$ cat config.mk
export PLATFORM = sky130hd
export DESIGN_NAME = spcsr_regs
export DESIGN_NICKNAME = d
export VERILOG_FILES = /design/src/rtl/spcsr_pkg.sv /design/src/rtl/spcsr_rx_fifo.sv /design/src/rtl/spcsr_rate_gen.sv /design/src/rtl/spcsr_regs.sv
export SDC_FILE = /design/constraint.sdc
export NUM_CORES = 1
export LEC_CHECK = 0
export BUFFER_PORTS_ARGS = -buffer_cell sky130_fd_sc_hd__buf_2
export CAP_MARGIN = 40
export CORE_UTILIZATION = 30
export DETAILED_ROUTE_END_ITERATION = 10
export HOLD_SLACK_MARGIN = 0.05
export SETUP_SLACK_MARGIN = 0.2
export SYNTH_ARGS = -nofsm -noshare
export SYNTH_HDL_FRONTEND = slang
export SYNTH_SLANG_ARGS = --single-unit
$ cat constraint.sdc
create_clock -name i_clk_sys -period 3.4 [get_ports i_clk_sys]
set_input_delay 0.34 -clock i_clk_sys [delete_from_list [all_inputs] [get_ports i_clk_sys]]
set_output_delay 0.34 -clock i_clk_sys [all_outputs]
set_load 0.03 [all_outputs]
$ cat src/rtl/spcsr_pkg.sv
package spcsr_pkg;
  localparam int unsigned ADDR_W = 8;
  localparam int unsigned DATA_W = 32;
  localparam int unsigned DIV_W = 16;
  localparam int unsigned CHAR_W = 9;
  localparam int unsigned FIFO_DEPTH = 2;
  // byte addresses of the bank
  localparam logic [7:0] OFF_TX_CTL = 8'h00;
  localparam logic [7:0] OFF_RX_CTL = 8'h04;
  localparam logic [7:0] OFF_RATE_CTL = 8'h08;
  localparam logic [7:0] OFF_RX_DATA = 8'h0c;
  localparam logic [7:0] OFF_DIV_LOW = 8'h10;
  localparam logic [7:0] OFF_DIV_HIGH = 8'h14;
  // tx_status_control fields
  localparam int unsigned TX_CLK_SRC = 7;
  localparam int unsigned TX_NINE = 6;
  localparam int unsigned TX_ON = 5;
  localparam int unsigned TX_SYNC = 4;
  localparam int unsigned TX_BREAK = 3;
  localparam int unsigned TX_HIGH_SPEED = 2;
  localparam int unsigned TX_SHIFT_EMPTY = 1;
  localparam int unsigned TX_NINTH_DATA = 0;
  // rx_status_control fields
  localparam int unsigned RX_PORT_EN = 7;
  localparam int unsigned RX_NINE = 6;
  localparam int unsigned RX_SINGLE = 5;
  localparam int unsigned RX_CONT = 4;
  localparam int unsigned RX_ADDR_DET = 3;
  localparam int unsigned RX_FRAME_ERR = 2;
  localparam int unsigned RX_OVERRUN = 1;
  localparam int unsigned RX_NINTH_DATA = 0;
  // rate_control fields
  localparam int unsigned RC_AB_OVF = 7;
  localparam int unsigned RC_IDLE = 6;
  localparam int unsigned RC_POLARITY = 4;
  localparam int unsigned RC_WIDE = 3;
  localparam int unsigned RC_WAKE = 1;
  localparam int unsigned RC_AUTOBAUD = 0;
  localparam logic [7:0] RC_IMPL_MASK = 8'hdb;
  // reset values
  localparam logic [7:0] TX_CTL_RST = 8'h02;
  localparam logic [7:0] RX_CTL_RST = 8'h00;
  localparam logic [7:0] RATE_CTL_RST = 8'h40;
  localparam logic [7:0] DIV_RST = 8'h00;
endpackage

$ cat src/rtl/spcsr_rx_fifo.sv
`timescale 1ns/10ps
module spcsr_rx_fifo #(
  parameter int unsigned WIDTH = 10,
  parameter int unsigned DEPTH = spcsr_pkg::FIFO_DEPTH
) (
  input wire logic i_clk_sys,
  input wire logic i_rst_n,
  input wire logic i_flush,
  input wire logic i_push,
  input wire logic [WIDTH-1:0] i_data,
  input wire logic i_pop,
  output logic [WIDTH-1:0] o_head,
  output logic [$clog2(DEPTH+1)-1:0] o_level
);
  import spcsr_pkg::*;
  localparam int unsigned LW = $clog2(DEPTH+1);
  localparam int unsigned PW = (DEPTH > 1) ? $clog2(DEPTH) : 1;
  logic [WIDTH-1:0] mem [DEPTH];
  logic [PW-1:0] rd_ptr;
  logic [PW-1:0] wr_ptr;
  logic do_push;
  logic do_pop;

  // a push when full is dropped here; the level bound is checked below
  assign do_push = i_push && (o_level != LW'(DEPTH));
  assign do_pop = i_pop && (o_level != '0);
  assign o_head = mem[rd_ptr];

  always_ff @(posedge i_clk_sys) begin
    if (!i_rst_n || i_flush) begin
      rd_ptr <= '0;
      wr_ptr <= '0;
      o_level <= '0;
    end else begin
      if (do_push) begin
        wr_ptr <= (wr_ptr == PW'(DEPTH-1)) ? '0 : wr_ptr + 1'b1;
      end
      if (do_pop) begin
        rd_ptr <= (rd_ptr == PW'(DEPTH-1)) ? '0 : rd_ptr + 1'b1;
      end
      o_level <= o_level + LW'(do_push) - LW'(do_pop);
    end
  end

  // payload needs no reset; only pointers and level are control state
  always_ff @(posedge i_clk_sys) begin
    if (do_push) begin
      mem[wr_ptr] <= i_data;
    end
  end
endmodule // spcsr_rx_fifo

$ cat src/rtl/spcsr_rate_gen.sv
`timescale 1ns/10ps
module spcsr_rate_gen #(
  parameter int unsigned WIDTH = spcsr_pkg::DIV_W
) (
  input wire logic i_clk_sys,
  input wire logic i_rst_n,
  input wire logic i_restart,
  input wire logic i_wide,
  input wire logic [WIDTH-1:0] i_divisor,
  output logic o_tick
);
  import spcsr_pkg::*;
  logic [WIDTH-1:0] count;
  logic [WIDTH-1:0] limit;

  assign limit = i_wide ? i_divisor : {{(WIDTH-8){1'b0}}, i_divisor[7:0]};

  always_ff @(posedge i_clk_sys) begin
    if (!i_rst_n || i_restart) begin
      count <= '0;
      o_tick <= 1'b0;
    end else if (count >= limit) begin
      count <= '0;
      o_tick <= 1'b1;
    end else begin
      count <= count + 1'b1;
      o_tick <= 1'b0;
    end
  end
endmodule // spcsr_rate_gen

$ cat src/rtl/spcsr_regs.sv
// The implementer's own choices: the placing of the registers and the APB slave port.
`timescale 1ns/10ps
module spcsr_regs (
  input wire logic i_clk_sys,
  input wire logic i_rst_n,
  // apb slave
  input wire logic i_psel,
  input wire logic i_penable,
  input wire logic i_pwrite,
  input wire logic [spcsr_pkg::ADDR_W-1:0] i_paddr,
  input wire logic [spcsr_pkg::DATA_W-1:0] i_pwdata,
  input wire logic [3:0] i_pstrb,
  output logic o_pready,
  output logic o_pslverr,
  output logic [spcsr_pkg::DATA_W-1:0] o_prdata,
  // status from the character engines
  input wire logic i_tsr_empty,
  input wire logic i_break_done,
  input wire logic i_single_done,
  input wire logic i_rx_busy,
  input wire logic i_rx_valid,
  input wire logic [spcsr_pkg::CHAR_W-1:0] i_rx_char,
  input wire logic i_rx_frame_err,
  input wire logic i_rx_fall,
  input wire logic i_autobaud_done,
  input wire logic i_autobaud_ovf,
  // controls to the character engines
  output logic o_port_enable,
  output logic o_sync_mode,
  output logic o_clock_master,
  output logic o_tx_enable,
  output logic o_tx_nine,
  output logic o_tx_ninth_data,
  output logic o_send_break,
  output logic o_high_speed,
  output logic o_rx_enable,
  output logic o_rx_nine,
  output logic o_polarity,
  output logic o_autobaud_run,
  output logic o_wake_wait,
  output logic o_rate_tick,
  output logic o_receive_pending
);
  import spcsr_pkg::*;

  function automatic logic hit(input logic [ADDR_W-1:0] a,
                               input logic [7:0] off);
    hit = (a == ADDR_W'(off));
  endfunction

  logic [7:0] tx_ctl;
  logic [7:0] rx_ctl;
  logic [7:0] rate_ctl;
  logic [7:0] div_low;
  logic [7:0] div_high;
  logic wake_flag;
  logic wr_en;
  logic rd_en;
  logic wr_tx;
  logic wr_rx;
  logic wr_rate;
  logic wr_div;
  logic rd_data;
  logic mapped;
  logic async_mode;
  logic rx_on;
  logic accept;
  logic addr_ok;
  logic full;
  logic [9:0] head;
  logic [1:0] level;
  logic [7:0] next_rx_rd;
  logic [DATA_W-1:0] next_prdata;

  assign mapped = hit(i_paddr, OFF_TX_CTL) || hit(i_paddr, OFF_RX_CTL) ||
                  hit(i_paddr, OFF_RATE_CTL) || hit(i_paddr, OFF_RX_DATA) ||
                  hit(i_paddr, OFF_DIV_LOW) || hit(i_paddr, OFF_DIV_HIGH);
  // zero-wait slave: every access phase completes at once
  assign o_pready = 1'b1;
  assign o_pslverr = i_psel && i_penable && !mapped;
  assign wr_en = i_psel && i_penable && i_pwrite && i_pstrb[0];
  assign rd_en = i_psel && i_penable && !i_pwrite;
  assign wr_tx = wr_en && hit(i_paddr, OFF_TX_CTL);
  assign wr_rx = wr_en && hit(i_paddr, OFF_RX_CTL);
  assign wr_rate = wr_en && hit(i_paddr, OFF_RATE_CTL);
  assign wr_div = wr_en && (hit(i_paddr, OFF_DIV_LOW) ||
                            hit(i_paddr, OFF_DIV_HIGH));
  assign rd_data = rd_en && hit(i_paddr, OFF_RX_DATA);

  assign async_mode = !tx_ctl[TX_SYNC];
  assign o_port_enable = rx_ctl[RX_PORT_EN];
  assign o_sync_mode = tx_ctl[TX_SYNC];
  assign o_clock_master = tx_ctl[TX_SYNC] && tx_ctl[TX_CLK_SRC];
  // sync receive enables steal the shared data pin from the transmitter
  assign o_tx_enable = o_port_enable && tx_ctl[TX_ON] &&
    !(tx_ctl[TX_SYNC] && (rx_ctl[RX_CONT] || rx_ctl[RX_SINGLE]));
  assign o_tx_nine = tx_ctl[TX_NINE];
  assign o_tx_ninth_data = tx_ctl[TX_NINE] && tx_ctl[TX_NINTH_DATA];
  assign o_send_break = async_mode && tx_ctl[TX_BREAK];
  assign o_high_speed = async_mode && tx_ctl[TX_HIGH_SPEED];
  // continuous wins over single in sync; single only as master
  assign rx_on = async_mode ? rx_ctl[RX_CONT] :
    (rx_ctl[RX_CONT] || (o_clock_master && rx_ctl[RX_SINGLE]));
  assign o_rx_enable = o_port_enable && rx_on && !rx_ctl[RX_OVERRUN];
  assign o_rx_nine = rx_ctl[RX_NINE];
  assign o_polarity = rate_ctl[RC_POLARITY];
  assign o_autobaud_run = o_port_enable && async_mode &&
                          rate_ctl[RC_AUTOBAUD];
  assign o_wake_wait = o_port_enable && async_mode && rate_ctl[RC_WAKE];
  assign o_receive_pending = (level != 2'd0) || wake_flag;

  assign addr_ok = !(async_mode && rx_ctl[RX_NINE] &&
                     rx_ctl[RX_ADDR_DET]) || i_rx_char[8];
  assign full = (level == 2'(FIFO_DEPTH));
  // no characters while waking or after an overrun
  assign accept = i_rx_valid && o_rx_enable && !o_wake_wait && addr_ok;

  spcsr_rx_fifo #(
    .WIDTH(10),
    .DEPTH(FIFO_DEPTH)
  ) u_fifo (
    .i_clk_sys(i_clk_sys),
    .i_rst_n(i_rst_n),
    .i_flush(!o_port_enable),
    .i_push(accept && !full),
    .i_data({i_rx_frame_err, i_rx_char}),
    .i_pop(rd_data),
    .o_head(head),
    .o_level(level)
  );

  spcsr_rate_gen #(
    .WIDTH(DIV_W)
  ) u_rate (
    .i_clk_sys(i_clk_sys),
    .i_rst_n(i_rst_n),
    .i_restart(wr_div || !o_port_enable),
    .i_wide(rate_ctl[RC_WIDE]),
    .i_divisor({div_high, div_low}),
    .o_tick(o_rate_tick)
  );

  // transmit control; hardware clear of break loses to a same-cycle write
  always_ff @(posedge i_clk_sys) begin
    if (!i_rst_n) begin
      tx_ctl <= TX_CTL_RST;
    end else begin
      if (wr_tx) begin
        tx_ctl[7:2] <= i_pwdata[7:2];
        tx_ctl[TX_NINTH_DATA] <= i_pwdata[TX_NINTH_DATA];
      end else if (i_break_done && o_send_break) begin
        tx_ctl[TX_BREAK] <= 1'b0;
      end
      tx_ctl[TX_SHIFT_EMPTY] <= !o_port_enable || i_tsr_empty;
    end
  end

  // receive control; framing and ninth bits mirror the buffer head
  always_ff @(posedge i_clk_sys) begin
    if (!i_rst_n) begin
      rx_ctl <= RX_CTL_RST;
    end else begin
      if (wr_rx) begin
        rx_ctl[7:3] <= i_pwdata[7:3];
      end else if (i_single_done && o_clock_master) begin
        rx_ctl[RX_SINGLE] <= 1'b0;
      end
      if (!o_port_enable) begin
        rx_ctl[RX_OVERRUN] <= 1'b0;
      end else if (i_rx_valid && o_rx_enable && addr_ok && full) begin
        rx_ctl[RX_OVERRUN] <= 1'b1;
      end else if (wr_rx && !i_pwdata[RX_CONT]) begin
        rx_ctl[RX_OVERRUN] <= 1'b0;
      end
      // an empty head is unwritten or stale, so both bits read zero
      rx_ctl[RX_FRAME_ERR] <= o_port_enable && (level != 2'd0) &&
                              head[9];
      rx_ctl[RX_NINTH_DATA] <= (level != 2'd0) && head[8];
    end
  end

  // rate control; reserved bits never stored
  always_ff @(posedge i_clk_sys) begin
    if (!i_rst_n) begin
      rate_ctl <= RATE_CTL_RST;
    end else begin
      if (wr_rate) begin
        rate_ctl[RC_POLARITY] <= i_pwdata[RC_POLARITY];
        rate_ctl[RC_WIDE] <= i_pwdata[RC_WIDE];
        rate_ctl[RC_WAKE] <= i_pwdata[RC_WAKE];
        rate_ctl[RC_AUTOBAUD] <= i_pwdata[RC_AUTOBAUD];
      end else begin
        if (o_wake_wait && i_rx_fall) begin
          rate_ctl[RC_WAKE] <= 1'b0;
        end
        if (o_autobaud_run && i_autobaud_done) begin
          rate_ctl[RC_AUTOBAUD] <= 1'b0;
        end
      end
      // overflow is set by hardware, so it wins over the restart clear
      if (o_autobaud_run && i_autobaud_ovf) begin
        rate_ctl[RC_AB_OVF] <= 1'b1;
      end else if (!o_port_enable ||
                   (wr_rate && i_pwdata[RC_AUTOBAUD])) begin
        rate_ctl[RC_AB_OVF] <= 1'b0;
      end
      rate_ctl[RC_IDLE] <= !(o_port_enable && async_mode &&
                             i_rx_busy);
    end
  end

  // wake event stands in for a character until rx_data is read
  always_ff @(posedge i_clk_sys) begin
    if (!i_rst_n || !o_port_enable) begin
      wake_flag <= 1'b0;
    end else if (o_wake_wait && i_rx_fall) begin
      wake_flag <= 1'b1;
    end else if (rd_data) begin
      wake_flag <= 1'b0;
    end
  end

  always_ff @(posedge i_clk_sys) begin
    if (!i_rst_n) begin
      div_low <= DIV_RST;
      div_high <= DIV_RST;
    end else if (wr_div) begin
      if (hit(i_paddr, OFF_DIV_LOW)) begin
        div_low <= i_pwdata[7:0];
      end else begin
        div_high <= i_pwdata[7:0];
      end
    end
  end

  always_comb begin
    next_rx_rd = (level != 2'd0) ? head[7:0] : 8'h00;
    next_prdata = '0;
    case (i_paddr)
      ADDR_W'(OFF_TX_CTL): next_prdata[7:0] = tx_ctl;
      ADDR_W'(OFF_RX_CTL): next_prdata[7:0] = rx_ctl;
      ADDR_W'(OFF_RATE_CTL): next_prdata[7:0] = rate_ctl & RC_IMPL_MASK;
      ADDR_W'(OFF_RX_DATA): next_prdata[7:0] = next_rx_rd;
      ADDR_W'(OFF_DIV_LOW): next_prdata[7:0] = div_low;
      ADDR_W'(OFF_DIV_HIGH): next_prdata[7:0] = div_high;
      default: next_prdata = '0;
    endcase
  end

  // registered in setup so data is stable for the access edge
  always_ff @(posedge i_clk_sys) begin
    if (!i_rst_n) begin
      o_prdata <= '0;
    end else if (i_psel && !i_penable && !i_pwrite) begin
      o_prdata <= next_prdata;
    end
  end
endmodule // spcsr_regs

Yosys cells after proc, flatten, opt, wreduce, memory -nomap -nowiden
Memory sizes are Yosys's and may differ from the RTL's. A register that Yosys moved wholly into a read port is not among the register bits.
Index checks and enable logic that the tools add are counted.
{ "totals": {"regBits": 68, "latch_bits": 0, "mem_bits_rw": 20, "rom_bits": 0, "input_bits": 67, "out_inout_bits": 49, "elab_cells": 147, "mem_count": 1} }
{ "memory_table": {"columns": ["memory", "words", "width", "rd", "rd_clocked_by_memory_dff", "write_ports", "line", "text"], "rows": [
  ["u_fifo.mem", 2, 10, 1, 1, 1, "spcsr_rx_fifo.sv:18", "logic [WIDTH-1:0] mem [DEPTH];"]
]} }
{ "op_classes": {"add_sub_neg": 5, "multipliers": 0, "div": 0, "order_cmp": 1, "n_eq_ne": 7, "shifts": 0, "muxes": 24, "n_bitwise": 1, "n_reduce_logical": 87} }
{ "ops": {"columns": ["operator", "n"], "rows": [
  ["one-hot mux 8 bit (6 select lines)", 1],
  ["logical AND 1 bit", 46],
  ["two-way mux 1 bit", 20],
  ["adder 16 x 1 -> 16 bit, second input constant", 1],
  ["== test 8 x 4 -> 1 bit, second input constant", 2],
  ["== test 8 x 5 -> 1 bit, second input constant", 2],
  ["greater-or-equal comparator 16 bit", 1],
  ["two-way mux 16 bit", 1],
  ["nonzero test 2 bit", 8],
  ["logical OR 1 bit", 15],
  ["logical NOT 1 bit", 13],
  ["== test 8 x 3 -> 1 bit, second input constant", 1],
  ["logical NOT 8 bit", 1],
  ["two-way mux 8 bit", 1],
  ["AND reduction 2 bit", 3],
  ["adder 1 bit, second input constant", 2],
  ["adder 2 x 1 -> 2 bit", 1],
  ["== test 2 bit, second input constant", 1],
  ["two-way mux 2 bit", 1],
  ["inequality test 2 bit, second input constant", 1],
  ["OR reduction 2 bit", 1],
  ["subtractor 2 x 1 -> 2 bit", 1],
  ["inverter 1 bit", 1]
]} }

Logic depth before layout (Yosys ltp)
Gate-level depths: netlist of run 1.
{ "logic_depth": {"word_depth": 13, "mapped_depth": 10, "ltp_nobuf": 9} }

Modules after synthesis
A second synthesis of run 1 with hierarchy kept.
{ "hier_totals": {"hier_cells": 485, "hier_area_um2": 4853.4} }
{ "by_module_without_submodules": {"columns": ["mod", "n_inst", "cells_per_inst", "area_per_inst_um2", "seq_area_each_um2"], "rows": [
  ["spcsr_regs", 1, 288, 2668.8, 940.9],
  ["spcsr_rate_gen", 1, 135, 1186.1, 340.3],
  ["spcsr_rx_fifo", 1, 62, 998.5, 700.7]
]} }

Worst setup path before layout of run 1
OpenSTA, ideal clock, no wires.
{ "synth_path": {"kind": "flip-flop to flip-flop", "startpoint": "register rx_ctl[7]", "endpoint": "memory u_fifo.mem[0][0] (enable)", "setup_time_ns": 0.377, "arrival_ns": 1.915, "path_slack_ns": 1.108, "path_stages_with_launch": 6, "period_less_slack_ns": 2.292, "path_cell_list": "dfxtp_1 -> buf_2 -> nand2b_1 -> nor4_1 -> nor3b_4 -> nor2b_1"} }
{ "synth_via": {"elab_chain_cells": 9} }
{ "synth_rtl": {"columns": ["element", "line", "text"], "rows": [
  ["from (decl)", "spcsr_regs.sv:52", "logic [7:0] rx_ctl;"],
  ["from (signal assigned)", "spcsr_regs.sv:164", "rx_ctl[7:3] <= i_pwdata[7:3];"],
  ["from (signal, indexed assignment)", "spcsr_regs.sv:176", "rx_ctl[RX_FRAME_ERR] <= o_port_enable && (level != 2'd0) &&"],
  ["from (signal, indexed assignment)", "spcsr_regs.sv:178", "rx_ctl[RX_NINTH_DATA] <= (level != 2'd0) && head[8];"],
  ["logical AND 1 bit (on tied branches) (2 in a row)", "spcsr_regs.sv:104, spcsr_regs.sv:109", null],
  ["logical AND 1 bit / logical NOT 1 bit (equally long branches)", "spcsr_regs.sv:116", "assign accept = i_rx_valid && o_rx_enable && !o_wake_wait && addr_ok;"],
  ["logical AND 1 bit * (2 in a row)", "spcsr_regs.sv:116", null],
  ["logical AND 1 bit *", "spcsr_regs.sv:125", ".i_push(accept && !full),"],
  ["logical AND 1 bit *", "spcsr_rx_fifo.sv:25", "assign do_push = i_push && (o_level != LW'(DEPTH));"],
  ["two-way mux 1 bit *", "spcsr_rx_fifo.sv:47", "if (do_push) begin"],
  ["two-way mux 1 bit (not written as such) *", "spcsr_rx_fifo.sv:48", "mem[wr_ptr] <= i_data;"],
  ["to (decl)", "spcsr_rx_fifo.sv:18", null]
]} }
Every way passes the cells marked *; elsewhere a longest branch is shown, timed or not.

Final worst setup path of run 1
{ "layout_path": {"startpoint": "register tx_ctl[4]", "endpoint": "memory u_fifo.mem[1][6] (enable)"} }
{ "layout_via": {"elab_chain_cells": 13} }
{ "layout_rtl": {"columns": ["element", "line", "text"], "rows": [
  ["from (decl)", "spcsr_regs.sv:51", "logic [7:0] tx_ctl;"],
  ["from (signal assigned)", "spcsr_regs.sv:149", "tx_ctl[7:2] <= i_pwdata[7:2];"],
  ["from (signal, indexed assignment)", "spcsr_regs.sv:150", "tx_ctl[TX_NINTH_DATA] <= i_pwdata[TX_NINTH_DATA];"],
  ["from (signal, indexed assignment)", "spcsr_regs.sv:154", "tx_ctl[TX_SHIFT_EMPTY] <= !o_port_enable || i_tsr_empty;"],
  ["logical AND 1 bit", "spcsr_regs.sv:93", "assign o_clock_master = tx_ctl[TX_SYNC] && tx_ctl[TX_CLK_SRC];"],
  ["logical AND 1 bit", "spcsr_regs.sv:103", "(rx_ctl[RX_CONT] || (o_clock_master && rx_ctl[RX_SINGLE]));"],
  ["logical OR 1 bit", "spcsr_regs.sv:103", null],
  ["two-way mux 1 bit", "spcsr_regs.sv:102", "assign rx_on = async_mode ? rx_ctl[RX_CONT] :"],
  ["logical AND 1 bit (2 in a row)", "spcsr_regs.sv:104", "assign o_rx_enable = o_port_enable && rx_on && !rx_ctl[RX_OVERRUN];"],
  ["logical AND 1 bit (2 in a row)", "spcsr_regs.sv:116", null],
  ["logical AND 1 bit *", "spcsr_regs.sv:116", null],
  ["logical AND 1 bit *", "spcsr_regs.sv:125", null],
  ["logical AND 1 bit *", "spcsr_rx_fifo.sv:25", null],
  ["two-way mux 1 bit *", "spcsr_rx_fifo.sv:47", null],
  ["two-way mux 1 bit (not written as such) *", "spcsr_rx_fifo.sv:48", null]
]} }
Marked as above.

==> impl_metrics.toml, run 1 <==
[run_status]
status = "complete, but fails checks"
violations = "DRC"

[global_route]
grt_max_degree = 46
gr-usage-all-layers_pct = 14.3
grt_pass1_wl_mm = 17.6
grt_pass1_vias = 3524
antenna_found_initial = 1
globalRouteOverflowTotal = 0

[logic_synthesis]
netlist.area_leader.share_pct = 30.1
ys_top_cells_by_area = "dfxtp_1 (30%), edfxtp_1 (13%), mux2i_1 (11%), ha_1 (5.2%), buf_4 (4.9%)"
synth_cells = 475
yosysTopAreaCell = "dfxtp_1"
postSynthAreaPerCell_um2 = 9.65
synthDistinctLibCells = 47
ys.warnings.count = 0
ys_seq_area_share_pct = 43.2
yosys_register_bits = 89
syn_area_um2 = 4590

[timing]
worst_pin_slew_ps = 592
fin_skew_ps = 6.99
finalSetupTns_ps = 0
fin_crit_sh_pct = 67.0
setup_viol = 0
timing.fmax_mhz = 439
slew_headroom_pct = 60.5
slew_violations = 0
hold_viol_final = 0
rsz0062_at_grt = "no"
finalCriticalPeriod_ps = 2280

[pwr]
p_leak_nw = 2.14
vdd_ir_drop_max_v = 0.000290
power_density_nw_per_um2 = 436

[cells_and_area]
syn2layout_area_growth_pct = 14.7
antennaDiodeCount = 0
design_area_um2 = 5260
nNetsFinal = 615
drive_gt1_share_pct = 17.0
fillers = 1487

[routing]
drt_pass1_iterations = 10
ant_nets = 0
drc = 11
wl_per_cell_um = 15.1
route.vias.total = 3505
via_per_inst = 4.88
drtIter0Drc = 211
wirelength_mm = 10.8

[floorplanning]
initial_core_util_pct = 31.2
rows = 44
core_area_um2 = 14700
die_h_um = 126
fp.dieArea_um2 = 15800
boundaryPins = 116
die_w_um = 126

[clock_network]
cts_setup_buffers = 0
clk_path_buf_depth = 2
worstSkewPairLatency_ps = 350
cts.clk_slew.worst_paths_ps = 70
ctsResizeCount = 0
cts_buffers = 9
cts.sink_count = 89
h-tree-depth = 3
tritoncts = "built"
cts_root_buffer = "clkbuf_16"
cts_hold_buf = 0

[place]
hpwl_mm = 8.16
gp_congestion = 0.788
port_buffers = 63
placed_area_um2 = 4940

[critical_path]
critPathLaunchType = "flop"
crit_fanout = 12
crit_type = "reg2reg"
crit_arrival_ps = 2270
cp.required_ps = 3390
cp-end-kind = "flop"

[hold_path]
hp-class = "in2reg"

[job]
max-cap-violations = 0
-- Yosys cell counts (all sizes together) --
| library cell | count |
|---|---|
| nor4bb | 1 |
| or2 | 1 |
| o21ai | 25 |
| nor2b | 35 |
| o211ai | 1 |
| nor3b | 3 |
| nand4 | 10 |
| inv | 15 |
| mux2i | 51 |
| a21boi | 3 |
| buf | 36 |
| nand3 | 19 |
| and4 | 2 |
| a2111o | 1 |
| a211oi | 1 |
| ha | 19 |
| and2 | 6 |
| or3 | 1 |
| xnor2 | 12 |
| a31oi | 7 |
| a21oi | 24 |
| and3b | 3 |
| a311oi | 1 |
| nand3b | 1 |
| mux4 | 2 |
| and3 | 5 |
| nor4 | 2 |
| xor2 | 6 |
| o21a | 3 |
| a22oi | 1 |
| edfxtp | 20 |
| nor3 | 5 |
| nand2b | 3 |
| clkbuf | 10 |
| nand4b | 2 |
| nor2 | 43 |
| conb | 2 |
| dfxtp | 69 |
| nand2 | 24 |
-- logic make-up after synthesis --
group | after synthesis | synth area share, %
xor gates and xnor gates | 18 | 3.44
AOI/OAI and AO/OA | 67 | 8.21
other | 2 | 0.164
buffers and inverters | 61 | 7.75
muxes | 53 | 12.1
DFF | 89 | 43.2
and+or+nand+nor | 166 | 19.9
adders and majority gates | 19 | 5.18
-- critical path: stages, from the launching register on --
cell     delay (ps)
dfxtp_1         560
a31oi_1         160
nor4_1          370
nor3b_4         320
and2_1          510
-- state kept, by name, indices dropped and copies added, names as in the netlist, named ones only --
name / count
u_fifo.rd_ptr: 1
div_high: 8
div_low: 8
u_rate.o_tick: 1
wake_flag: 1
u_fifo.wr_ptr: 1
rx_ctl: 8
u_fifo.mem: 20
u_fifo.o_level: 2
rate_ctl: 6
o_prdata: 8
tx_ctl: 8
u_rate.count: 16
-- layer usage --
| metal | vias to the layer above | global-route usage (%) | part of all wire (%) |
|---|---|---|---|
| li1 | 1716 | - | - |
| met1 | 1686 | 17.7 | 45 |
| met2 | 83 | 24.1 | 48 |
| met3 | 18 | 2.97 | 4.4 |
| met4 | 2 | 6.17 | 2.2 |
| met5 | - | 0 | 0.074 |
-- cell usage in the layout, fill, tap and decap left out, drive strengths merged, types with 3 or more instances in the layout --
| master | instances |
|---|---|
| nand2 | 24 |
| o21a | 3 |
| a21oi | 24 |
| and2 | 6 |
| and3b | 3 |
| inv | 16 |
| buf | 66 |
| a31oi | 7 |
| and3 | 5 |
| clkbuf | 10 |
| nand4 | 10 |
| a21boi | 3 |
| dfxtp | 69 |
| ha | 19 |
| edfxtp | 20 |
| nand2b | 3 |
| nand3 | 19 |
| mux2i | 51 |
| xor2 | 6 |
| conb | 25 |
| o21ai | 25 |
| nor3b | 3 |
| nor3 | 5 |
| xnor2 | 12 |
| nor2b | 35 |
| nor2 | 43 |
-- cell type report --
type | count | area, um2 | area share [%]
sequential | 89 | 1980 | 37.7
tap | 184 | 230 | 4.38
clock inverter | 6 | 90.1 | 1.71
timing repair buffer | 66 | 338 | 6.42
inverter | 15 | 56.3 | 1.07
multi-input combinational | 348 | 2330 | 44.4
clock buffer | 10 | 229 | 4.35
-- where the power goes --
group | internal (mW) | leakage [nW] | switching [mW]
logic | 0.0384 | 1.26 | 0.0971
clock network | 0.646 | 0.149 | 0.425
registers | 1.08 | 0.736 | 0.00295
-- stage by stage --
stage / hold slack, ps / cells / worst slack (ps) / power (mW) / utilization, %
5_1_grt: 174 / 718 / 938 / 2.36 / 35.8
4_1_cts: 170 / 718 / 1070 / 2.32 / 35.8
2_1_floorplan: 436 / 498 / 1110 / 1.22 / -
6_report: 178 / 718 / 1120 / 2.29 / 35.8
3_3_place_gp: 461 / 702 / 800 / 1.24 / 33.6
3_5_place_dp: 477 / 702 / 784 / 1.24 / 33.6
-- final timing paths --
path	startpoint	end	slack, ps	cells after the start
setup / recovery	tx_ctl[4]	u_fifo.mem[1][6]	1120	4
hold reg to reg	u_rate.count[0]	u_rate.count[0]	490	1
setup reg to reg	tx_ctl[4]	u_fifo.mem[1][6]	1120	4
hold / removal	i_tsr_empty	tx_ctl[1]	180	2
Power figures use the tool's default switching activity.
==> inputs of run 2 (changes only) <==
- clock period: 3.4 -> 2.2 ns (I/O delays scaled with it)
==> impl_metrics.toml, run 2 (same netlist as run 1, synthesis figures left out) <==
[run_status]
status = "complete, but fails checks"
violations = "DRC"

[cells_and_area]
nNetsFinal = 629
antennaDiodeCount = 0
drive_gt1_share_pct = 21.2
largest_register_ffs = 20
top_register = "u_fifo.mem"
final_cell_mix = "dfxtp_1 (65), buf_2 (63), mux2i_1 (51)"
fin_util_pct = 36.6
final_common_cell = "dfxtp_1"
syn2layout_area_growth_pct = 17.3
top_regs = "u_fifo.mem: 20 flops, u_rate.count: 16 flops"

[timing]
fin_skew_ps = 6.54
rsz0062_at_grt = "no"
finalSetupTns_ps = 0
finalCriticalPeriod_ps = 1870
hold_viol_final = 0
timing.fmax_mhz = 535
slew_violations = 0
worst_pin_slew_ps = 623
slew_headroom_pct = 58.4
fin_crit_sh_pct = 85.0
setup_viol = 0

[clock_network]
tritoncts = "built"
cts.sink_count = 89
cts_buffers = 9
cts_root_buffer = "clkbuf_16"
clk_path_buf_depth = 2
worstSkewPairLatency_ps = 340
h-tree-depth = 3
cts.clk_slew.worst_paths_ps = 70

[hold_path]
hp-class = "in2reg"
min_path_cells = 1

[global_route]
grt_pass1_wl_mm = 17.7
grt_pass1_vias = 3497
gr-usage-all-layers_pct = 14.4
antenna_found_initial = 0
globalRouteOverflowTotal = 0
grt_max_degree = 46

[routing]
drt_pass1_iterations = 9
wirelength_met1_mm = 5.27
ant_nets = 0
route.top_layer_used = "met4"
route.met3.wl_um = 518
wl_met2_mm = 5.10
wirelength_mm = 11.0
via_per_inst = 4.80
route.vias.total = 3513
wl_per_cell_um = 15.1
drc = 11
drtIter0Drc = 223

[place]
hpwl_mm = 8.41
port_buffers = 63
gp_congestion = 0.816

[floorplanning]
fp.dieArea_um2 = 15800
initial_core_util_pct = 31.2
rows = 44
die_h_um = 126
boundaryPins = 116
die_w_um = 126
core_area_um2 = 14700

[job]
max-cap-violations = 0

[critical_path]
critPathLaunchType = "flop"
cp.required_ps = 2480
critPathBufInv = 2
cp-end-kind = "flop"
crit_arrival_ps = 2150
ff2ff_path_depth = 8
worstPathCellList = "inv_1 -> ha_1 -> nand2b_1 -> a2111o_1 -> nand4_1 -> nand3_2 -> buf_12 -> nor2_1"
critical_path.max_stage_delay_ps = 450
crit_type = "reg2reg"
crit_fanout = 16
slowest_stage = "a2111o_1"
cp.depth = 8
cpLargestDelayFamily = "simple AND/OR/NAND/NOR gates"

[pwr]
p_leak_nw = 2.21
power_density_nw_per_um2 = 625
vdd_ir_drop_max_v = 0.000361
## run 2: changes by cell type in the layout (fill, tap and decap cells not counted), sizes merged
cell,before,now
inv,16,19
clkbuf,10,9
clkinv,1,2
buf,66,80
bufinv,2,0
clkinvlp,2,1
## run 2: worst paths after layout
kind | from | end | slack [ps]
hold reg to reg | u_rate.count[0] | u_rate.count[0] | 480
hold / removal | i_rx_char[6] | u_fifo.mem[0][6] | 60
setup reg to reg | u_rate.count[0] | u_rate.count[11] | 330
setup / recovery | u_rate.count[0] | u_rate.count[11] | 330
## run 2: cell type report
type	instances	area, um2
well taps	184	230
flip-flops and latches	89	1990
fillers	1475	9320
multi-input cells	348	2360
repair buffers	80	455
clock inverters	7	58.8
inverters	15	56.3
clock buffers	9	225
## run 2: per-stage QoR
stage,instances,hold WS (ps),total power [mW],worst slack (ps),area [um2]
after CTS,731,54.6,3.40,218,5350
after floorplan,498,316,1.89,265,4680
after global routing,732,56.3,3.48,205,5380
after global placement,714,410,1.93,163,5040
final,732,60.3,3.36,331,5380
after detailed placement,714,413,1.93,41.1,5040
## run 2: power by group
group          total (mW)  switching, mW  leakage [nW]  internal, mW
Combinational       0.220          0.155          1.33        0.0649
Clock                1.47          0.679         0.140         0.786
Sequential           1.68        0.00421         0.739          1.67
## run 2: routing by layer
metal  track usage, %  up-vias
met1             19.1     1671
met3             3.19       11
met2             23.2       89
met5                0        -
li1                 -     1742
met4             4.38        0
## run 2: what timing repair did
item | CTS | global route
setup buffers | 1 | 1
gates resized for setup | 1 | 5
hold buffers | 0 | 0
pin swaps | 1 | 3
endpoints found under the setup margin | 16 | 37
cloned | 0 | 0
==> inputs of run 3 (changes only) <==
- clock period: 2.2 -> 1.6 ns (I/O delays scaled with it)
==> impl_metrics.toml, run 3 (same netlist as run 1, synthesis figures left out) <==
[timing]
setup_viol = 39
fin_ws_ps = -149
timing.fmax_mhz = 572
finalCriticalPeriod_ps = 1750
slew_violations = 0
hold_slack_ps = 60.2
fin_crit_sh_pct = 109
rsz0062_at_grt = "yes"
fin_skew_ps = 13.6
hold_viol_final = 0
finalSetupTns_ps = -3870

[routing]
route.vias.total = 3857
drtIter0Drc = 175
wl_per_cell_um = 15.1
drt_pass1_iterations = 7
wirelength_mm = 12.2
via_per_inst = 4.79
ant_nets = 0
drc = 8

[clock_network]
worstSkewPairLatency_ps = 340
cts.clk_slew.worst_paths_ps = 60
tritoncts = "built"
cts.sink_count = 89
h-tree-depth = 3
cts_buffers = 9
cts_root_buffer = "clkbuf_16"
clk_path_buf_depth = 2

[cells_and_area]
largest_register_ffs = 20
drive_gt1_share_pct = 34.6
top_register = "u_fifo.mem"
antennaDiodeCount = 0
final_common_cell = "buf_4"
syn2layout_area_growth_pct = 37.2
top_regs = "u_fifo.mem: 20 flops, u_rate.count: 16 flops"
design_area_um2 = 6290
final_cell_mix = "buf_4 (70), dfxtp_1 (61), buf_2 (57)"
fillers = 1376
nNetsFinal = 702

[place]
gp_congestion = 0.788
port_buffers = 63
hpwl_mm = 9.19
placed_area_um2 = 5680

[floorplanning]
fp.dieArea_um2 = 15800
die_w_um = 126
core_area_um2 = 14700
die_h_um = 126
boundaryPins = 116
initial_core_util_pct = 31.2
rows = 44

[global_route]
grt_max_degree = 46
grt_pass1_wl_mm = 19.6
globalRouteOverflowTotal = 0
antenna_found_initial = 0
grt_pass1_vias = 3810
gr-usage-all-layers_pct = 16.0

[hold_path]
hp-class = "in2reg"
min_path_cells = 3

[critical_path]
crit_arrival_ps = 1990
ff2ff_path_depth = 7
critPathLaunchType = "flop"
crit_type = "reg2reg"
r2r_slack_ps = -150
cp-end-kind = "flop"
crit_fanout = 4
cp.required_ps = 1840

[pwr]
power_density_nw_per_um2 = 724
p_leak_nw = 2.63
vdd_ir_drop_max_v = 0.000455

[job]
max-cap-violations = 0

[run_status]
status = "complete, but fails checks"
violations = "DRC, setup timing"
## run 3: cell count changes in the layout (fill, tap and decap cells not counted), moves of 3 or more
| cell | delta |
|---|---|
| buf_4 | +54 |
| buf_6 | +12 |
| dlygate4sd3_1 | +10 |
| ha_1 | -8 |
| ha_4 | +7 |
| buf_2 | -6 |
| nand2_1 | -5 |
| nand2_2 | +5 |
| dfxtp_1 | -4 |
| buf_12 | +3 |
| clkbuf_1 | +3 |
| nor2_1 | -3 |
| o21ai_0 | -3 |
## run 3: final timing paths
kind / endpoint / from
worst max-delay path: u_fifo.o_level[1] / rx_ctl[1]
worst min-delay path: rate_ctl[7] / i_autobaud_ovf
worst max register to register: u_fifo.o_level[1] / rx_ctl[1]
worst min register to register: rate_ctl[7] / rate_ctl[7]
## run 3: cell type report
type	instances	area, um2	area share (%)
multi-input cells	348	2610	41.6
flip-flops and latches	89	2000	31.8
repair buffers	153	1130	17.9
clock buffers	12	236	3.76
well taps	184	230	3.66
inverters	15	56.3	0.895
clock inverters	4	27.5	0.438
## run 3: per-stage QoR
step / power (mW) / cells / util [%] / setup WS, ps
2_1_floorplan: 2.59 / 498 / - / -200
3_5_place_dp: 2.66 / 774 / 38.6 / -302
5_1_grt: 4.71 / 805 / 42.8 / -284
4_1_cts: 4.59 / 805 / 42.5 / -157
6_report: 4.55 / 805 / 42.8 / -149
3_3_place_gp: 2.66 / 774 / 38.6 / -212
## run 3: what timing repair did
item                                   4_1_cts  5_1_grt
buffers inserted                             5        0
gates cloned                                 0        0
hold buffers                                10        0
resized for setup                           41       13
endpoints found under the hold margin       19        0
setup endpoints to repair                   45       66
pin swaps                                   11        4
## run 3: worst max-delay path, cell delays in order (launching register included)
cell	delay (ps)
dfxtp_2	320
nand2b_4	140
nor4_4	280
nor3b_4	290
ha_2	230
xor2_2	190
xnor2_2	140
nor2_1	50
## run 3: power by group
part | switching (mW) | total (mW) | leakage, nW | internal [mW]
registers | 0.00492 | 2.30 | 0.741 | 2.30
logic | 0.222 | 0.332 | 1.77 | 0.110
clock network | 0.864 | 1.92 | 0.123 | 1.05
## run 3: per-layer routing
| layer | wire, um | track usage [%] | vias to the layer above |
|---|---|---|---|
| met4 | 198 | 6.67 | 0 |
| met2 | 5900 | 26.9 | 121 |
| li1 | - | - | 1893 |
| met3 | 632 | 2.42 | 17 |
| met5 | 0 | 0 | - |
| met1 | 5430 | 20.5 | 1826 |
